`config.mk`:
```
export PLATFORM = sky130hd
export DESIGN_NAME = timer_pwm_channel_modes
export DESIGN_NICKNAME = d
export VERILOG_FILES = /design/src/pwm_pkg.sv /design/src/byte_pair_buffer.sv /design/src/pwm_counter.sv /design/src/timer_pwm_channel_modes.sv
export SDC_FILE = /design/constraint.sdc
export NUM_CORES = 1
export LEC_CHECK = 0
export BUFFER_PORTS_ARGS = -buffer_cell sky130_fd_sc_hd__buf_4
export CORE_ASPECT_RATIO = 0.8
export CORE_MARGIN = 2
export CORE_UTILIZATION = 65
export CTS_CLUSTER_DIAMETER = 150
export DETAILED_ROUTE_END_ITERATION = 8
export GPL_ROUTABILITY_DRIVEN = 1
export PLACE_DENSITY = 0.95
export SKIP_LAST_GASP = 1
export SLEW_MARGIN = 20
export SYNTH_ARGS = -nofsm -noshare
export SYNTH_HDL_FRONTEND = slang
export SYNTH_HIERARCHICAL = 1
export SYNTH_SLANG_ARGS = --single-unit
export TNS_END_PERCENT = 5
```
`constraint.sdc`:
```
create_clock -name clk_i -period 10.07 [get_ports clk_i]
set_clock_uncertainty 0.1 [all_clocks]
set_input_delay 2.5175 -clock clk_i [delete_from_list [all_inputs] [get_ports clk_i]]
set_output_delay 2.5175 -clock clk_i [all_outputs]
set_load 0.1 [all_outputs]
```
`src/pwm_pkg.sv`:
```
/*
 * Shared constants for the PWM channel: register byte addresses, field
 * positions, reset values and counter limits.
 * Assumes a 32-bit classic Wishbone bus with one register per aligned word.
 */
`default_nettype none
package pwm_pkg;
    localparam int ADDR_W = 8;
    localparam int DATA_W = 32;
    localparam int SEL_W = 4;
    localparam int CNT_W = 16;
    localparam int BYTE_W = 8;
    localparam int CSS_W = 2;
    localparam int SEL_LANE0 = 0;

    localparam logic [ADDR_W-1:0] CTRL_ADDR = 8'h00;
    localparam logic [ADDR_W-1:0] MOD_HI_ADDR = 8'h04;
    localparam logic [ADDR_W-1:0] MOD_LO_ADDR = 8'h08;
    localparam logic [ADDR_W-1:0] CV_HI_ADDR = 8'h0c;
    localparam logic [ADDR_W-1:0] CV_LO_ADDR = 8'h10;
    localparam logic [ADDR_W-1:0] STATUS_ADDR = 8'h14;
    localparam logic [ADDR_W-1:0] ACTIVE_ADDR = 8'h18;

    localparam int CTRL_CSS_LSB = 0;
    localparam int CTRL_CENTER_BIT = 2;
    localparam int CTRL_ELSA_BIT = 3;
    localparam int STAT_CNT_LSB = 0;
    localparam int STAT_DOWN_BIT = 16;
    localparam int STAT_PWM_BIT = 17;
    localparam int ACT_CV_LSB = 0;
    localparam int ACT_PEND_BIT = 16;
    localparam int HI_LSB = 8;

    localparam logic [CSS_W-1:0] CSS_STOPPED = 2'h0;
    localparam logic [CNT_W-1:0] CNT_ZERO = 16'h0000;
    localparam logic [CNT_W-1:0] CNT_ONE = 16'h0001;
    localparam logic [CNT_W-1:0] CNT_MAX = 16'hffff;
    localparam logic [BYTE_W-1:0] BYTE_ZERO = 8'h00;
    localparam int SIGN_BIT = 15;

    typedef enum logic {COUNT_UP, COUNT_DOWN} count_dir_t;
endpackage
`default_nettype wire

```
`src/byte_pair_buffer.sv`:
```
/*
 * Holding buffer for a 16-bit value written as two bytes in either order.
 * Assumes the write strobes are one-cycle pulses on the same clock.
 */
`timescale 1ns/1ps
`default_nettype none
module byte_pair_buffer (
    input wire logic clk_i,
    input wire logic rst_i,
    input wire logic wr_hi_i,
    input wire logic wr_lo_i,
    input wire logic [pwm_pkg::BYTE_W-1:0] byte_i,
    input wire logic clear_i,
    input wire logic absorb_i,
    output logic [pwm_pkg::CNT_W-1:0] value_o,
    output logic [pwm_pkg::CNT_W-1:0] next_value_o,
    output logic pair_done_o,
    output logic pending_o
);
    import pwm_pkg::*;
    logic [BYTE_W-1:0] hi;
    logic [BYTE_W-1:0] lo;
    logic hi_seen;
    logic lo_seen;

    assign value_o = {hi, lo};
    assign next_value_o = {wr_hi_i ? byte_i : hi, wr_lo_i ? byte_i : lo};
    assign pair_done_o = (wr_hi_i | wr_lo_i) & (wr_hi_i | hi_seen) & (wr_lo_i | lo_seen);
    assign pending_o = hi_seen & lo_seen;

    always_ff @(posedge clk_i) begin
        if (rst_i) begin
            hi <= BYTE_ZERO;
            lo <= BYTE_ZERO;
        end else begin
            if (wr_hi_i) hi <= byte_i;
            if (wr_lo_i) lo <= byte_i;
        end
    end

    // A write not absorbed by this cycle's load survives the clear
    always_ff @(posedge clk_i) begin
        if (rst_i || absorb_i) begin
            hi_seen <= 1'b0;
            lo_seen <= 1'b0;
        end else begin
            hi_seen <= wr_hi_i | (hi_seen & ~clear_i);
            lo_seen <= wr_lo_i | (lo_seen & ~clear_i);
        end
    end
endmodule
`default_nettype wire

```
`src/pwm_counter.sv`:
```
/*
 * Timer counter: wraps at the modulus in edge-aligned mode, counts up
 * and down between zero and the modulus in center-aligned mode.
 * Assumes run_i is low while the counter clock source is stopped.
 */
`timescale 1ns/1ps
`default_nettype none
module pwm_counter (
    input wire logic clk_i,
    input wire logic rst_i,
    input wire logic run_i,
    input wire logic center_i,
    input wire logic [pwm_pkg::CNT_W-1:0] modulus_i,
    output logic [pwm_pkg::CNT_W-1:0] count_o,
    output pwm_pkg::count_dir_t dir_o
);
    import pwm_pkg::*;
    logic [CNT_W-1:0] top;

    assign top = (modulus_i == CNT_ZERO) ? CNT_MAX : modulus_i;

    always_ff @(posedge clk_i) begin
        if (rst_i) begin
            count_o <= CNT_ZERO;
            dir_o <= COUNT_UP;
        end else if (run_i) begin
            if (center_i) begin
                if (dir_o == COUNT_UP) begin
                    if (modulus_i != CNT_ZERO && count_o >= modulus_i) begin
                        count_o <= count_o - CNT_ONE;
                        dir_o <= (count_o > CNT_ONE) ? COUNT_DOWN : COUNT_UP;
                    end else begin
                        count_o <= count_o + CNT_ONE;
                    end
                end else if (count_o <= CNT_ONE) begin
                    count_o <= CNT_ZERO;
                    dir_o <= COUNT_UP;
                end else begin
                    count_o <= count_o - CNT_ONE;
                end
            end else begin
                dir_o <= COUNT_UP;
                count_o <= (count_o >= top) ? CNT_ZERO : count_o + CNT_ONE;
            end
        end
    end
endmodule
`default_nettype wire

```
`src/timer_pwm_channel_modes.sv`:
```
/*
 * One timer channel generating edge-aligned or center-aligned PWM, with
 * double-buffered 16-bit compare and modulus written a byte at a time.
 * Assumes a classic Wishbone master on clk_i and a load on pwm_o.
 */
// Contract
// - Edge mode, compare value zero gives 0% duty.
// - Edge mode, compare above modulus gives 100% duty.
// - Compare byte writes go to holding buffers, not active register.
// - Counter stopped: buffered compare loads when second byte written.
// - Counter running: load after both bytes, stepping modulus-1 to modulus.
// - Free-running counter: load stepping from 0xfffe to 0xffff.
// - Center select makes counter count up and down.
// - Center mode: pulse twice compare value, period twice modulus (code: compare equal to modulus gives twice compare minus one).
// - Edge/level select A sets output polarity.
// - Center mode: compare zero or sign bit set gives 0% duty.
// - Center mode: positive compare above modulus gives 100% duty.
// - Edge mode with zero modulus runs full 16-bit range, wraps.
`timescale 1ns/1ps
`default_nettype none
module timer_pwm_channel_modes (
    input wire logic clk_i,
    input wire logic rst_i,
    input wire logic wb_cyc_i,
    input wire logic wb_stb_i,
    input wire logic wb_we_i,
    input wire logic [pwm_pkg::ADDR_W-1:0] wb_adr_i,
    input wire logic [pwm_pkg::DATA_W-1:0] wb_dat_i,
    input wire logic [pwm_pkg::SEL_W-1:0] wb_sel_i,
    output logic [pwm_pkg::DATA_W-1:0] wb_dat_o,
    output logic wb_ack_o,
    output logic pwm_o
);
    import pwm_pkg::*;

    ////////////////////////////////////////////////////////////////////////
    // Control state

    logic [CSS_W-1:0] counter_clock_source_select;
    logic center_aligned_select;
    logic edge_level_select_a;
    logic [CNT_W-1:0] active_cv;
    logic [CNT_W-1:0] modulus;
    logic [CNT_W-1:0] cnt;
    count_dir_t dir;

    logic req;
    logic wr_en;
    logic [BYTE_W-1:0] wr_byte;
    logic wr_ctrl;
    logic wr_mod_hi;
    logic wr_mod_lo;
    logic wr_cv_hi;
    logic wr_cv_lo;

    logic run;
    logic [CNT_W-1:0] top;
    logic step_to_top;
    logic load_now;
    logic load_at_top;
    logic load_cv;

    logic [CNT_W-1:0] cv_value;
    logic [CNT_W-1:0] cv_next;
    logic cv_done;
    logic cv_pending;
    logic [CNT_W-1:0] mod_value;
    logic [CNT_W-1:0] mod_next;
    logic mod_done;
    logic mod_pending;

    logic cv_negative;
    logic next_active;
    logic [DATA_W-1:0] next_rd;

    ////////////////////////////////////////////////////////////////////////
    // Wishbone slave: ack one cycle after the request, writes at the ack edge

    assign req = wb_cyc_i & wb_stb_i;
    assign wr_en = req & wb_ack_o & wb_we_i & wb_sel_i[SEL_LANE0];
    assign wr_byte = wb_dat_i[BYTE_W-1:0];
    assign wr_ctrl = wr_en && (wb_adr_i == CTRL_ADDR);
    assign wr_mod_hi = wr_en && (wb_adr_i == MOD_HI_ADDR);
    assign wr_mod_lo = wr_en && (wb_adr_i == MOD_LO_ADDR);
    assign wr_cv_hi = wr_en && (wb_adr_i == CV_HI_ADDR);
    assign wr_cv_lo = wr_en && (wb_adr_i == CV_LO_ADDR);

    always_ff @(posedge clk_i) begin
        if (rst_i) begin
            wb_ack_o <= 1'b0;
        end else begin
            wb_ack_o <= req & ~wb_ack_o;
        end
    end

    // Unmapped addresses read as zero and still acknowledge
    always_comb begin
        next_rd = '0;
        case (wb_adr_i)
            CTRL_ADDR: begin
                next_rd[CTRL_CSS_LSB +: CSS_W] = counter_clock_source_select;
                next_rd[CTRL_CENTER_BIT] = center_aligned_select;
                next_rd[CTRL_ELSA_BIT] = edge_level_select_a;
            end
            MOD_HI_ADDR: next_rd[BYTE_W-1:0] = modulus[HI_LSB +: BYTE_W];
            MOD_LO_ADDR: next_rd[BYTE_W-1:0] = modulus[BYTE_W-1:0];
            CV_HI_ADDR: next_rd[BYTE_W-1:0] = cv_value[HI_LSB +: BYTE_W];
            CV_LO_ADDR: next_rd[BYTE_W-1:0] = cv_value[BYTE_W-1:0];
            STATUS_ADDR: begin
                next_rd[STAT_CNT_LSB +: CNT_W] = cnt;
                next_rd[STAT_DOWN_BIT] = (dir == COUNT_DOWN);
                next_rd[STAT_PWM_BIT] = pwm_o;
            end
            ACTIVE_ADDR: begin
                next_rd[ACT_CV_LSB +: CNT_W] = active_cv;
                next_rd[ACT_PEND_BIT] = cv_pending;
            end
            default: next_rd = '0;
        endcase
    end

    always_ff @(posedge clk_i) begin
        if (rst_i) begin
            wb_dat_o <= '0;
        end else if (req && !wb_ack_o) begin
            wb_dat_o <= next_rd;
        end
    end

    always_ff @(posedge clk_i) begin
        if (rst_i) begin
            counter_clock_source_select <= CSS_STOPPED;
            center_aligned_select <= 1'b0;
            edge_level_select_a <= 1'b0;
        end else if (wr_ctrl) begin
            counter_clock_source_select <= wr_byte[CTRL_CSS_LSB +: CSS_W];
            center_aligned_select <= wr_byte[CTRL_CENTER_BIT];
            edge_level_select_a <= wr_byte[CTRL_ELSA_BIT];
        end
    end

    ////////////////////////////////////////////////////////////////////////
    // Byte-pair buffers and compare load timing

    byte_pair_buffer cv_buf (
        .clk_i(clk_i),
        .rst_i(rst_i),
        .wr_hi_i(wr_cv_hi),
        .wr_lo_i(wr_cv_lo),
        .byte_i(wr_byte),
        .clear_i(load_at_top),
        .absorb_i(load_now),
        .value_o(cv_value),
        .next_value_o(cv_next),
        .pair_done_o(cv_done),
        .pending_o(cv_pending)
    );

    // Modulus takes effect as soon as its pair is complete
    byte_pair_buffer mod_buf (
        .clk_i(clk_i),
        .rst_i(rst_i),
        .wr_hi_i(wr_mod_hi),
        .wr_lo_i(wr_mod_lo),
        .byte_i(wr_byte),
        .clear_i(mod_done),
        .absorb_i(mod_done),
        .value_o(mod_value),
        .next_value_o(mod_next),
        .pair_done_o(mod_done),
        .pending_o(mod_pending)
    );

    always_ff @(posedge clk_i) begin
        if (rst_i) begin
            modulus <= CNT_ZERO;
        end else if (mod_done) begin
            modulus <= mod_next;
        end
    end

    assign run = (counter_clock_source_select != CSS_STOPPED);
    assign top = (modulus == CNT_ZERO) ? CNT_MAX : modulus;

    // load on the step into the modulus
    // free-running counter steps into all ones
    assign step_to_top = run && (dir == COUNT_UP) && (cnt == top - CNT_ONE);
    // stopped counter loads on the second byte
    assign load_now = !run && cv_done;
    assign load_at_top = step_to_top && cv_pending;
    assign load_cv = load_now | load_at_top;

    // A pair completed on the step itself waits for the next period
    always_ff @(posedge clk_i) begin
        if (rst_i) begin
            active_cv <= CNT_ZERO;
        end else if (load_now) begin
            active_cv <= cv_next;
        end else if (load_at_top) begin
            active_cv <= cv_value;
        end
    end

    ////////////////////////////////////////////////////////////////////////
    // Counter and output

    pwm_counter counter (
        .clk_i(clk_i),
        .rst_i(rst_i),
        .run_i(run),
        .center_i(center_aligned_select),
        .modulus_i(modulus),
        .count_o(cnt),
        .dir_o(dir)
    );

    assign cv_negative = (active_cv == CNT_ZERO) || active_cv[SIGN_BIT];

    always_comb begin
        next_active = 1'b0;
        if (center_aligned_select) begin
            // high cv states going up and cv going down
            if (!cv_negative) begin
                next_active = (dir == COUNT_UP) ? (cnt < active_cv) : (cnt <= active_cv);
            end
        end else begin
            next_active = (cnt < active_cv);
        end
    end

    // select A set makes the output low-true
    always_ff @(posedge clk_i) begin
        if (rst_i) begin
            pwm_o <= 1'b0;
        end else begin
            pwm_o <= next_active ^ edge_level_select_a;
        end
    end

    ////////////////////////////////////////////////////////////////////////
    // Checks

    zero_duty_a: assert property (@(posedge clk_i) disable iff (rst_i)
        (!center_aligned_select && active_cv == CNT_ZERO)
        |=> pwm_o == $past(edge_level_select_a))
        else $error("edge mode zero compare drove the output active");

    // A count left above a newly shrunk modulus has not settled yet
    full_duty_a: assert property (@(posedge clk_i) disable iff (rst_i)
        (!center_aligned_select && active_cv > top && cnt <= top)
        |=> pwm_o != $past(edge_level_select_a))
        else $error("edge mode compare above modulus left output inactive");

    buffer_hold_a: assert property (@(posedge clk_i) disable iff (rst_i)
        (run && (wr_cv_hi || wr_cv_lo) && !step_to_top)
        |=> $stable(active_cv))
        else $error("compare byte write reached the active compare value");

    stopped_load_a: assert property (@(posedge clk_i) disable iff (rst_i)
        (!run && cv_done)
        |=> active_cv == $past(cv_next))
        else $error("stopped counter did not load the completed pair");

    running_hold_a: assert property (@(posedge clk_i) disable iff (rst_i)
        (run && !step_to_top)
        |=> $stable(active_cv))
        else $error("running counter loaded compare off the modulus step");

    freerun_load_a: assert property (@(posedge clk_i) disable iff (rst_i)
        (run && !center_aligned_select && modulus == CNT_ZERO
         && cnt == CNT_MAX - CNT_ONE && cv_pending)
        |=> (active_cv == $past(cv_value)) && (cnt == CNT_MAX))
        else $error("free-running counter missed the load at all ones");

    turn_down_a: assert property (@(posedge clk_i) disable iff (rst_i)
        (run && center_aligned_select && modulus > CNT_ONE
         && cnt == modulus && dir == COUNT_UP)
        |=> (dir == COUNT_DOWN) && (cnt == $past(modulus) - CNT_ONE))
        else $error("center counter did not turn down at the modulus");

    turn_up_a: assert property (@(posedge clk_i) disable iff (rst_i)
        (run && center_aligned_select && dir == COUNT_DOWN && cnt == CNT_ONE)
        |=> (dir == COUNT_UP) && (cnt == CNT_ZERO) ##1 (cnt == CNT_ONE || !run))
        else $error("center counter did not turn up at zero");

    center_empty_a: assert property (@(posedge clk_i) disable iff (rst_i)
        (center_aligned_select && cv_negative)
        |=> pwm_o == $past(edge_level_select_a))
        else $error("center mode zero or negative compare drove output");

    center_full_a: assert property (@(posedge clk_i) disable iff (rst_i)
        (center_aligned_select && !cv_negative && modulus != CNT_ZERO
         && active_cv > modulus && cnt <= modulus)
        |=> pwm_o != $past(edge_level_select_a))
        else $error("center mode compare above modulus dropped output");

    freerun_wrap_a: assert property (@(posedge clk_i) disable iff (rst_i)
        (run && !center_aligned_select && modulus == CNT_ZERO && cnt == CNT_MAX)
        |=> cnt == CNT_ZERO)
        else $error("free-running counter did not wrap to zero");

    rollover_set_a: assert property (@(posedge clk_i) disable iff (rst_i)
        (!center_aligned_select && cnt == CNT_ZERO && active_cv != CNT_ZERO)
        |=> pwm_o != $past(edge_level_select_a))
        else $error("edge mode output not active after rollover");

    polarity_a: assert property (@(posedge clk_i) disable iff (rst_i)
        $changed(edge_level_select_a) && $stable(cnt) && $stable(active_cv)
        && $stable(dir) && $stable(center_aligned_select)
        |=> pwm_o != $past(pwm_o))
        else $error("polarity change did not invert the output");

    load_gate_a: assert property (@(posedge clk_i) disable iff (rst_i)
        !load_cv |=> $stable(active_cv))
        else $error("active compare changed without a load");

    match_clear_a: assert property (@(posedge clk_i) disable iff (rst_i)
        (!center_aligned_select && active_cv != CNT_ZERO && cnt == active_cv)
        |=> pwm_o == $past(edge_level_select_a))
        else $error("edge mode output still active after compare match");

    mod_load_a: assert property (@(posedge clk_i) disable iff (rst_i)
        mod_done |=> (modulus == mod_value) && !mod_pending)
        else $error("completed modulus pair did not become active");

    edge_count_up_a: assert property (@(posedge clk_i) disable iff (rst_i)
        (run && !center_aligned_select) |=> dir == COUNT_UP)
        else $error("edge mode counter not counting up");
endmodule
`default_nettype wire

```
==> reports/qor.json, run 1 <==
{
  "first_global_vias": 7636,
  "worst_skew_pair.late_latency_ns": 0.36,
  "routed-via-count": 8138,
  "grt_setup_unrepaired": "no",
  "power.ir.vdd_worst_mv": 0.130,
  "timing.final.ws_setup_ns": 4.45,
  "number_of_hold_buffers_added_after_cts": 0,
  "wl_per_cell_um": 21.7,
  "cts_tree": "built",
  "post_drt_via_cell_ratio": 7.10,
  "critPathCapture": "modulus[11]",
  "cts_made_buffers": 9,
  "average_cell_area_after_synthesis_um2": 8.42,
  "drc": 23,
  "period_minus_slack_ns": 5.62,
  "hold_violations": 0,
  "cap_violations": 0,
  "core-area_um2": 12300,
  "cts.sinks": 109,
  "design.die.area_um2": 13600,
  "dp_worst_setup_slack_ns": 4.28,
  "setup.worst_path.start_class": "primary input",
  "violations": "design-rule violations",
  "number_of_antenna_violations_at_the_first_check_in_global_routing": 1,
  "series_of_cell_instances_along_the_critical_path": "buf_4 -> or2_2 -> nor3b_1 -> nor2b_1 -> nor2b_1 -> buf_4 -> a21oi_1 -> nor2_2 -> mux2i_1 -> nor2_1",
  "final.fill_count": 864,
  "die_x_um": 130,
  "io_buffer_count": 41,
  "globalRouteOverflowTotal": 0,
  "dpl.hpwl_mm": 16.1,
  "maxClockFrequency_mhz": 178,
  "cts_setup_buffers": 0,
  "synthesized_cell_area_um2": 8220,
  "commonest_non_fill_non_tap_cell_in_the_layout": "sky130_fd_sc_hd__nor2_1",
  "status": "complete, but fails checks",
  "min_delay_path_depth": 2,
  "power.density_nw_per_um2": 107,
  "arrival_ns": 5.71,
  "most-common-layout-cells": "sky130_fd_sc_hd__nor2_1, sky130_fd_sc_hd__dfxtp_1, sky130_fd_sc_hd__ha_1, sky130_fd_sc_hd__buf_4, sky130_fd_sc_hd__inv_1",
  "place_area_um2": 8340,
  "drt_pass1_iterations": 9,
  "min_period_over_period": 0.558,
  "synthesis.instances": 977,
  "multi_input_area_um2": 5370,
  "design.final.nets": 1071,
  "track_usage": 0.360,
  "die-height_um": 105,
  "initial_core_util": 0.671,
  "routed_wl_mm": 24.9,
  "layout-drive-gt1-share": 0.147,
  "postLayoutCellArea_um2": 8630,
  "number_of_cells_on_the_worst_reg_to_reg_path": 13,
  "slew_headroom": 0.183,
  "final_count_of_negative_setup_slack_endpoints": 0,
  "htreeDepth": 3,
  "gp_routability_congestion": 0.995,
  "areaGrowthSynthToFinish_pct": 4.96,
  "io_pins": 83,
  "worst_setup_path_end_kind": "flip-flop",
  "grt_max_degree": 86,
  "cp-startpoint": "wb_adr_i[1]",
  "timing.critical_path.fanout_max": 19,
  "ant_nets": 0,
  "hold_path_class": "reg -> reg",
  "worst_r2r_endpoint": "active_cv[5]",
  "crit_path_top_delay_cell": "sky130_fd_sc_hd__nor2_2",
  "leakage_nw": 3.37,
  "ff2ff_setup_slack_ns": 4.91,
  "clk_transition_reported_paths_ns": 0.08,
  "delay_of_the_slowest_critical_path_stage_ns": 0.85,
  "cts.root.buffer_cell": "sky130_fd_sc_hd__clkbuf_16",
  "ff_latch_area_um2": 2180,
  "cts_resized": 0,
  "drt_iter0_markers": 1450,
  "criticalPathCategory": "in -> reg",
  "p_total_w": 0.000925,
  "ctsLongestPathBuffers": 2,
  "critical_path.reg2reg.startpoint": "modulus[2]",
  "slew_viol_final": 0,
  "fp-row-count": 36,
  "cp.required_ns": 10.16,
  "tns_ns": 0,
  "first_pass_grt_wire_length_mm": 38.9,
  "worst-slew-pin-transition_ns": 1.22,
  "yosysWarnings": 6
}
registers in the layout, summed over array words and instances (netlist names), 2 cells and up:
register                     flops
modulus                         16
cv_buf/hi                        8
wb_dat_o                        18
mod_buf/lo                       8
active_cv                       16
counter/count_o                 16
counter_clock_source_select      2
mod_buf/hi                       8
cv_buf/lo                        8
layout make-up:
cell class	count	share of cell area
timing repair buffer	52	0.0452
clock buffer	10	0.0265
clock inverter	6	0.00652
antenna	1	0.000290
sequential	109	0.253
inverter	49	0.0213
multi-input combinational	749	0.623
tap	171	0.0248
worst min-delay path by stage:
stage / startpoint / end / slack, ns
after global routing: mod_buf/lo_seen / mod_buf/lo_seen / 0.40
after global placement: wb_dat_o[17] / wb_dat_o[17] / 0.34
after CTS: wb_dat_o[17] / wb_dat_o[17] / 0.38
after floorplan: mod_buf/lo_seen / mod_buf/lo_seen / 0.35
after detailed placement: wb_dat_o[17] / wb_dat_o[17] / 0.36
final: wb_dat_o[17] / wb_dat_o[17] / 0.38
routing by layer:
metal | share of wire | vias to the layer above | global-route usage | wire, um
met3 | 0.15 | 179 | 0.110 | 3680
met1 | 0.38 | 3733 | 0.484 | 9440
li1 | - | 3562 | - | -
met5 | 0 | - | 0 | 0
met2 | 0.41 | 664 | 0.515 | 10300
met4 | 0.060 | 0 | 0.189 | 1490
power by group:
part           total [W]  switching [W]  leakage [nW]  internal [W]
sequential      0.000444     0.00000853         0.880      0.000435
clock           0.000351       0.000178         0.137      0.000173
combinational   0.000130      0.0000965          2.35     0.0000337
total           0.000925       0.000283          3.37      0.000642
stage by stage:
stage,utilization,cells,hold WS (ns)
2_1_floorplan,-,990,0.345
3_3_place_gp,0.681,1130,0.343
3_5_place_dp,0.681,1130,0.360
4_1_cts,0.704,1146,0.376
5_1_grt,0.704,1146,0.404
6_report,0.705,1147,0.379
critical path: cells and delay by family:
family | cells | cell delay [ns]
and+or+nand+nor | 6 | 2.45
buffers and inverters | 2 | 0.34
muxes | 1 | 0.31
AOI/OAI and AO/OA | 1 | 0.08
Note: power is estimated with default switching activity, not from simulation.
==> inputs of run 2 (changes only) <==
--- a/config.mk
+++ b/config.mk
@@ -8,11 +8,11 @@
 export BUFFER_PORTS_ARGS = -buffer_cell sky130_fd_sc_hd__buf_4
 export CORE_ASPECT_RATIO = 0.8
 export CORE_MARGIN = 2
-export CORE_UTILIZATION = 65
+export CORE_UTILIZATION = 55
 export CTS_CLUSTER_DIAMETER = 150
 export DETAILED_ROUTE_END_ITERATION = 8
 export GPL_ROUTABILITY_DRIVEN = 1
-export PLACE_DENSITY = 0.95
+export PLACE_DENSITY = 0.87
 export SKIP_LAST_GASP = 1
 export SLEW_MARGIN = 20
 export SYNTH_ARGS = -nofsm -noshare
==> constraint.sdc (replaced) <==
create_clock -name clk_i -period 4.5 [get_ports clk_i]
set_clock_uncertainty 0.1 [all_clocks]
set_input_delay 1.125 -clock clk_i [delete_from_list [all_inputs] [get_ports clk_i]]
set_output_delay 1.125 -clock clk_i [all_outputs]
set_load 0.1 [all_outputs]
==> run 2 against run 1 <==
The flow now finishes without violations; die area increased by 18%; worst hold slack improved by 0.0070 ns; cell area increased by 4.5%; sequential power increased by 120%; core utilization decreased by 8.0 points; first-iteration DRC count decreased by 20%; largest cell class unchanged; largest power group unchanged.
==> reports/qor.json, run 2 (same netlist as run 1, synthesis figures left out) <==
{
  "status": "completed",
  "dpl.hpwl_mm": 17.1,
  "dp_worst_setup_slack_ns": 0.576,
  "largest_register_ff_count": 18,
  "clock_power_share": 0.385,
  "die-height_um": 113,
  "core-area_um2": 14400,
  "design.final.nets": 1117,
  "share_comb_of_total_power": 0.147,
  "ctsLongestPathBuffers": 2,
  "timing.critical_path.fanout_max": 17,
  "registers.top_by_ff_count": "wb_dat_o",
  "cts_tree": "built",
  "netSwitchingFraction": 0.312,
  "cts_resized": 0,
  "crit_path_top_delay_cell": "sky130_fd_sc_hd__dfxtp_1",
  "grt_max_degree": 89,
  "power.density_nw_per_um2": 233,
  "routed_wl_mm": 24.8,
  "ff2ff_setup_slack_ns": 0.41,
  "clk_transition_reported_paths_ns": 0.08,
  "slew_headroom": 0.302,
  "delay_of_the_slowest_critical_path_stage_ns": 0.53,
  "initial_core_util": 0.569,
  "commonest_non_fill_non_tap_cell_in_the_layout": "sky130_fd_sc_hd__nor2_1",
  "globalRouteOverflowTotal": 0,
  "fp-row-count": 39,
  "p_total_w": 0.00210,
  "io_buffer_count": 41,
  "cts.sinks": 109,
  "worst_setup_path_end_kind": "flip-flop",
  "place_area_um2": 8730,
  "routed-via-count": 7998,
  "power.internal_w": 0.00144,
  "hold_violations": 0,
  "arrival_ns": 4.23,
  "first_global_vias": 7424,
  "criticalPathCategory": "reg -> reg",
  "maxClockFrequency_mhz": 244,
  "worst_skew_pair.late_latency_ns": 0.37,
  "power.ir.vdd_worst_mv": 0.282,
  "series_of_cell_instances_along_the_critical_path": "nor4_1 -> and4_1 -> and2_1 -> nor2_1 -> ha_1 -> or3b_2 -> o31ai_2 -> o211ai_1 -> nor4_1 -> o2111ai_1 -> or3_1 -> buf_4 -> o21ai_0 -> a311oi_1",
  "slew_viol_final": 0,
  "htreeDepth": 3,
  "cts_made_buffers": 9,
  "setup.worst_path.start_class": "flip-flop",
  "io_pins": 83,
  "total_switching_power_w": 0.000656,
  "most-common-layout-cells": "sky130_fd_sc_hd__nor2_1, sky130_fd_sc_hd__dfxtp_1, sky130_fd_sc_hd__buf_4, sky130_fd_sc_hd__ha_1, sky130_fd_sc_hd__inv_1",
  "drc": 0,
  "die_x_um": 141,
  "pwr-share-seq": 0.468,
  "first_pass_grt_wire_length_mm": 39.8,
  "cts.root.buffer_cell": "sky130_fd_sc_hd__clkbuf_16",
  "number_of_antenna_violations_at_the_first_check_in_global_routing": 1,
  "number_of_hold_buffers_added_after_cts": 0,
  "cts_setup_buffers": 0,
  "min_period_over_period": 0.909,
  "hold_path_class": "reg -> reg",
  "n_antenna_cell": 0,
  "cell_family_contributing_the_most_delay_on_the_critical_path": "simple AND/OR/NAND/NOR gates",
  "track_usage": 0.312,
  "drt_iter0_markers": 1163,
  "cp.required_ns": 4.64,
  "gp_routability_congestion": 0.996,
  "areaGrowthSynthToFinish_pct": 9.72,
  "wl_per_cell_um": 20.6,
  "final_count_of_negative_setup_slack_endpoints": 0,
  "cp.buffers_inverters": 1,
  "period_minus_slack_ns": 4.09,
  "drt_pass1_iterations": 7,
  "worst-slew-pin-transition_ns": 1.05,
  "postLayoutCellArea_um2": 9020,
  "design.die.area_um2": 16000,
  "timing.final.ws_setup_ns": 0.408,
  "layout-drive-gt1-share": 0.186,
  "crit_top_cell": "sky130_fd_sc_hd__nor4_1",
  "cap_violations": 0,
  "layout.core_utilization": 0.625,
  "post_drt_via_cell_ratio": 6.64,
  "ant_nets": 0,
  "leakage_nw": 3.62,
  "grt_setup_unrepaired": "no",
  "tns_ns": 0
}
-- run 2: stage by stage --
stage                     std cells  hold WS [ns]
after floorplan                 990         0.345
after global placement         1189         0.346
after detailed placement       1189         0.368
after CTS                      1205         0.385
after global routing           1205         0.405
final                          1205         0.386
-- run 2: final timing paths --
kind | end | from | cells past startpoint
setup reg to reg | active_cv[9] | modulus[15] | 14
hold / removal | wb_dat_o[17] | wb_dat_o[17] | 2
setup / recovery | active_cv[9] | modulus[15] | 14
hold reg to reg | wb_dat_o[17] | wb_dat_o[17] | 2
-- run 2: power groups by stage --
| stage | logic, W | clock network [W] | registers, W |
|---|---|---|---|
| final | 0.000308 | 0.000809 | 0.000982 |
| after global routing | 0.000325 | 0.000851 | 0.000983 |
| after CTS | 0.000304 | 0.000814 | 0.000982 |
| after detailed placement | 0.000302 | 0 | 0.00100 |
| after global placement | 0.000298 | 0 | 0.00100 |
| after floorplan | 0.000176 | 0 | 0.00107 |
-- run 2: per-layer routing --
metal  track usage  vias up  routed length [um]
li1              -     3655                   -
met1         0.440     3713               10300
met2         0.472      546               10700
met3        0.0647       82                3030
met4         0.117        2                 762
met5             0        -                  13
-- run 2: layout make-up --
| type | count | area (um2) |
|---|---|---|
| fill | 1205 | 5420 |
| multi-input combinational | 749 | 5370 |
| sequential | 109 | 2180 |
| timing repair buffer | 98 | 761 |
| tap | 184 | 230 |
| clock buffer | 9 | 225 |
| inverter | 49 | 184 |
| clock inverter | 7 | 67.6 |
-- run 2: worst reg2reg max path: stages (launching register included) --
cell and delay [ns]:
sky130_fd_sc_hd__dfxtp_1 0.53, sky130_fd_sc_hd__nor4_1 0.14, sky130_fd_sc_hd__and4_1 0.19, sky130_fd_sc_hd__and2_1 0.19, sky130_fd_sc_hd__nor2_1 0.10, sky130_fd_sc_hd__ha_1 0.19, sky130_fd_sc_hd__or3b_2 0.50, sky130_fd_sc_hd__o31ai_2 0.20
sky130_fd_sc_hd__o211ai_1 0.12, sky130_fd_sc_hd__nor4_1 0.41, sky130_fd_sc_hd__o2111ai_1 0.29, sky130_fd_sc_hd__or3_1 0.43, sky130_fd_sc_hd__buf_4 0.21, sky130_fd_sc_hd__o21ai_0 0.23, sky130_fd_sc_hd__a311oi_1 0.13
==> inputs of run 3 (changes only) <==
--- a/config.mk
+++ b/config.mk
@@ -10,9 +10,11 @@
 export CORE_MARGIN = 2
 export CORE_UTILIZATION = 55
 export CTS_CLUSTER_DIAMETER = 150
+export CTS_CLUSTER_SIZE = 8
 export DETAILED_ROUTE_END_ITERATION = 8
 export GPL_ROUTABILITY_DRIVEN = 1
 export PLACE_DENSITY = 0.87
+export REMOVE_ABC_BUFFERS = 1
 export SKIP_LAST_GASP = 1
 export SLEW_MARGIN = 20
 export SYNTH_ARGS = -nofsm -noshare
==> run 3 against run 2 <==
Combinational power is essentially flat; final cell count shrank 0.33%; worst setup slack lost 0.12 ns; non-clock buffer count shrank 4; wire length shrank 3.2%; worst hold slack lost 0.027 ns; register-to-register slack lost 0.12 ns; critical path type unchanged; total power grew 0.48%; sequential share of layout area grew 0.098 points.
==> reports/qor.json, run 3 (same netlist as run 1, synthesis figures left out) <==
{
  "cts_setup_buffers": 0,
  "ant_nets": 0,
  "hold_path_class": "reg -> reg",
  "n_antenna_cell": 0,
  "hold_path_startpoint": "wb_dat_o[17]",
  "place_area_um2": 8690,
  "cap_violations": 0,
  "drt_pass1_iterations": 6,
  "tns_ns": 0,
  "slew_viol_final": 0,
  "initial_core_util": 0.569,
  "crit_path_top_delay_cell": "sky130_fd_sc_hd__nor4_1",
  "cts_tree": "built",
  "grt_setup_unrepaired": "no",
  "worst_skew_pair.late_latency_ns": 0.36,
  "cp.required_ns": 4.66,
  "final_count_of_negative_setup_slack_endpoints": 0,
  "grt_max_degree": 85,
  "period_minus_slack_ns": 4.21,
  "most-common-layout-cells": "sky130_fd_sc_hd__nor2_1, sky130_fd_sc_hd__dfxtp_1, sky130_fd_sc_hd__buf_4, sky130_fd_sc_hd__ha_1, sky130_fd_sc_hd__inv_1",
  "timing.critical_path.fanout_max": 16,
  "areaGrowthSynthToFinish_pct": 9.28,
  "delay_of_the_slowest_critical_path_stage_ns": 0.47,
  "design.die.area_um2": 16000,
  "min_period_over_period": 0.935,
  "globalRouteOverflowTotal": 0,
  "series_of_cell_instances_along_the_critical_path": "nor4_1 -> and4_1 -> and2_1 -> nor2_1 -> ha_1 -> xnor2_1 -> a21oi_1 -> o2111ai_1 -> nor4_1 -> o2111ai_1 -> nor4_4 -> buf_4 -> nand4_1 -> a311oi_1",
  "power.density_nw_per_um2": 235,
  "hold_violations": 0,
  "fp-row-count": 39,
  "wl_per_cell_um": 20.0,
  "io_pins": 83,
  "criticalPathCategory": "reg -> reg",
  "power.ir.vdd_worst_mv": 0.167,
  "timing.final.ws_setup_ns": 0.292,
  "worst-slew-pin-transition_ns": 0.984,
  "leakage_nw": 3.60,
  "gp_routability_congestion": 0.957,
  "die-height_um": 113,
  "layout-drive-gt1-share": 0.183,
  "cts.root.buffer_cell": "sky130_fd_sc_hd__clkbuf_16",
  "cp-startpoint": "modulus[15]",
  "dpl.hpwl_mm": 16.6,
  "worst_setup_path_end_kind": "flip-flop",
  "registers.top_by_ff_count": "wb_dat_o",
  "layout.core_utilization": 0.622,
  "htreeDepth": 3,
  "cts_made_buffers": 9,
  "number_of_hold_buffers_added_after_cts": 0,
  "hold_slack_ns": 0.359,
  "core-area_um2": 14400,
  "slew_headroom": 0.343,
  "largest_register_ff_count": 18,
  "maxClockFrequency_mhz": 238,
  "design.final.nets": 1113,
  "routed_wl_mm": 24.0,
  "number_of_antenna_violations_at_the_first_check_in_global_routing": 0,
  "drc": 0,
  "post_drt_via_cell_ratio": 6.64,
  "commonest_non_fill_non_tap_cell_in_the_layout": "sky130_fd_sc_hd__nor2_1",
  "routed-via-count": 7972,
  "cts_resized": 0,
  "drt_iter0_markers": 1255,
  "first_pass_grt_wire_length_mm": 38.2,
  "dp_worst_setup_slack_ns": 0.478,
  "postLayoutCellArea_um2": 8990,
  "io_buffer_count": 41,
  "critical_path.reg2reg.startpoint": "modulus[15]",
  "status": "completed",
  "arrival_ns": 4.37,
  "ctsLongestPathBuffers": 2,
  "setup.worst_path.start_class": "flip-flop",
  "cts.sinks": 109,
  "number_of_cells_on_the_worst_reg_to_reg_path": 14,
  "clk_transition_reported_paths_ns": 0.08,
  "die_x_um": 141,
  "track_usage": 0.298,
  "min_delay_path_depth": 2,
  "first_global_vias": 7314
}
## run 3: cell types whose count changed in the layout (fill, tap and decap cells not counted)
cell	delta
sky130_fd_sc_hd__buf_12	-1
sky130_fd_sc_hd__buf_4	-3
sky130_fd_sc_hd__clkinv_2	-1
sky130_fd_sc_hd__clkinv_4	-1
sky130_fd_sc_hd__clkinv_8	-1
sky130_fd_sc_hd__inv_12	+1
sky130_fd_sc_hd__inv_6	+1
sky130_fd_sc_hd__inv_8	+1
## run 3: cell type report
| class | count | area, um2 |
|---|---|---|
| Clock inverter | 7 | 73.8 |
| Multi-Input combinational cell | 749 | 5370 |
| Sequential cell | 109 | 2180 |
| Inverter | 49 | 184 |
| Timing Repair Buffer | 94 | 718 |
| Clock buffer | 9 | 225 |
| Tap cell | 184 | 230 |
| Fill cell | 1190 | 5460 |
## run 3: worst max-delay path, delay by kind of cell, from the launching register on
family / cells / cell delay [ns]
and+or+nand+nor: 7 / 2.08
AOI/OAI and AO/OA: 4 / 0.89
DFF: 1 / 0.34
adders and majority gates: 1 / 0.31
buffers and inverters: 1 / 0.27
xor gates and xnor gates: 1 / 0.13
## run 3: metal layers
metal  track usage  up-vias  part of all wire
li1              -     3638                 -
met1         0.417     3677              0.41
met2         0.451      558              0.42
met3        0.0705       99              0.13
met4         0.108        0             0.037
met5             0        -                 0
## run 3: worst paths after layout
| kind | to | slack, ns |
|---|---|---|
| worst max-delay path | active_cv[5] | 0.29 |
| worst min-delay path | wb_dat_o[17] | 0.36 |
| worst max register to register | active_cv[5] | 0.29 |
| worst min register to register | wb_dat_o[17] | 0.36 |
## run 3: report_power, final
part | switching [W] | total, W | internal [W]
clock | 0.000425 | 0.000823 | 0.000398
sequential | 0.00000666 | 0.000981 | 0.000975
combinational | 0.000226 | 0.000306 | 0.0000802
total | 0.000657 | 0.00211 | 0.00145
## run 3: per-stage QoR
| stage | total power [W] | std cells |
|---|---|---|
| after floorplan | 0.00122 | 907 |
| after global placement | 0.00130 | 1185 |
| after detailed placement | 0.00130 | 1185 |
| after CTS | 0.00211 | 1201 |
| after global routing | 0.00218 | 1201 |
| final | 0.00211 | 1201 |
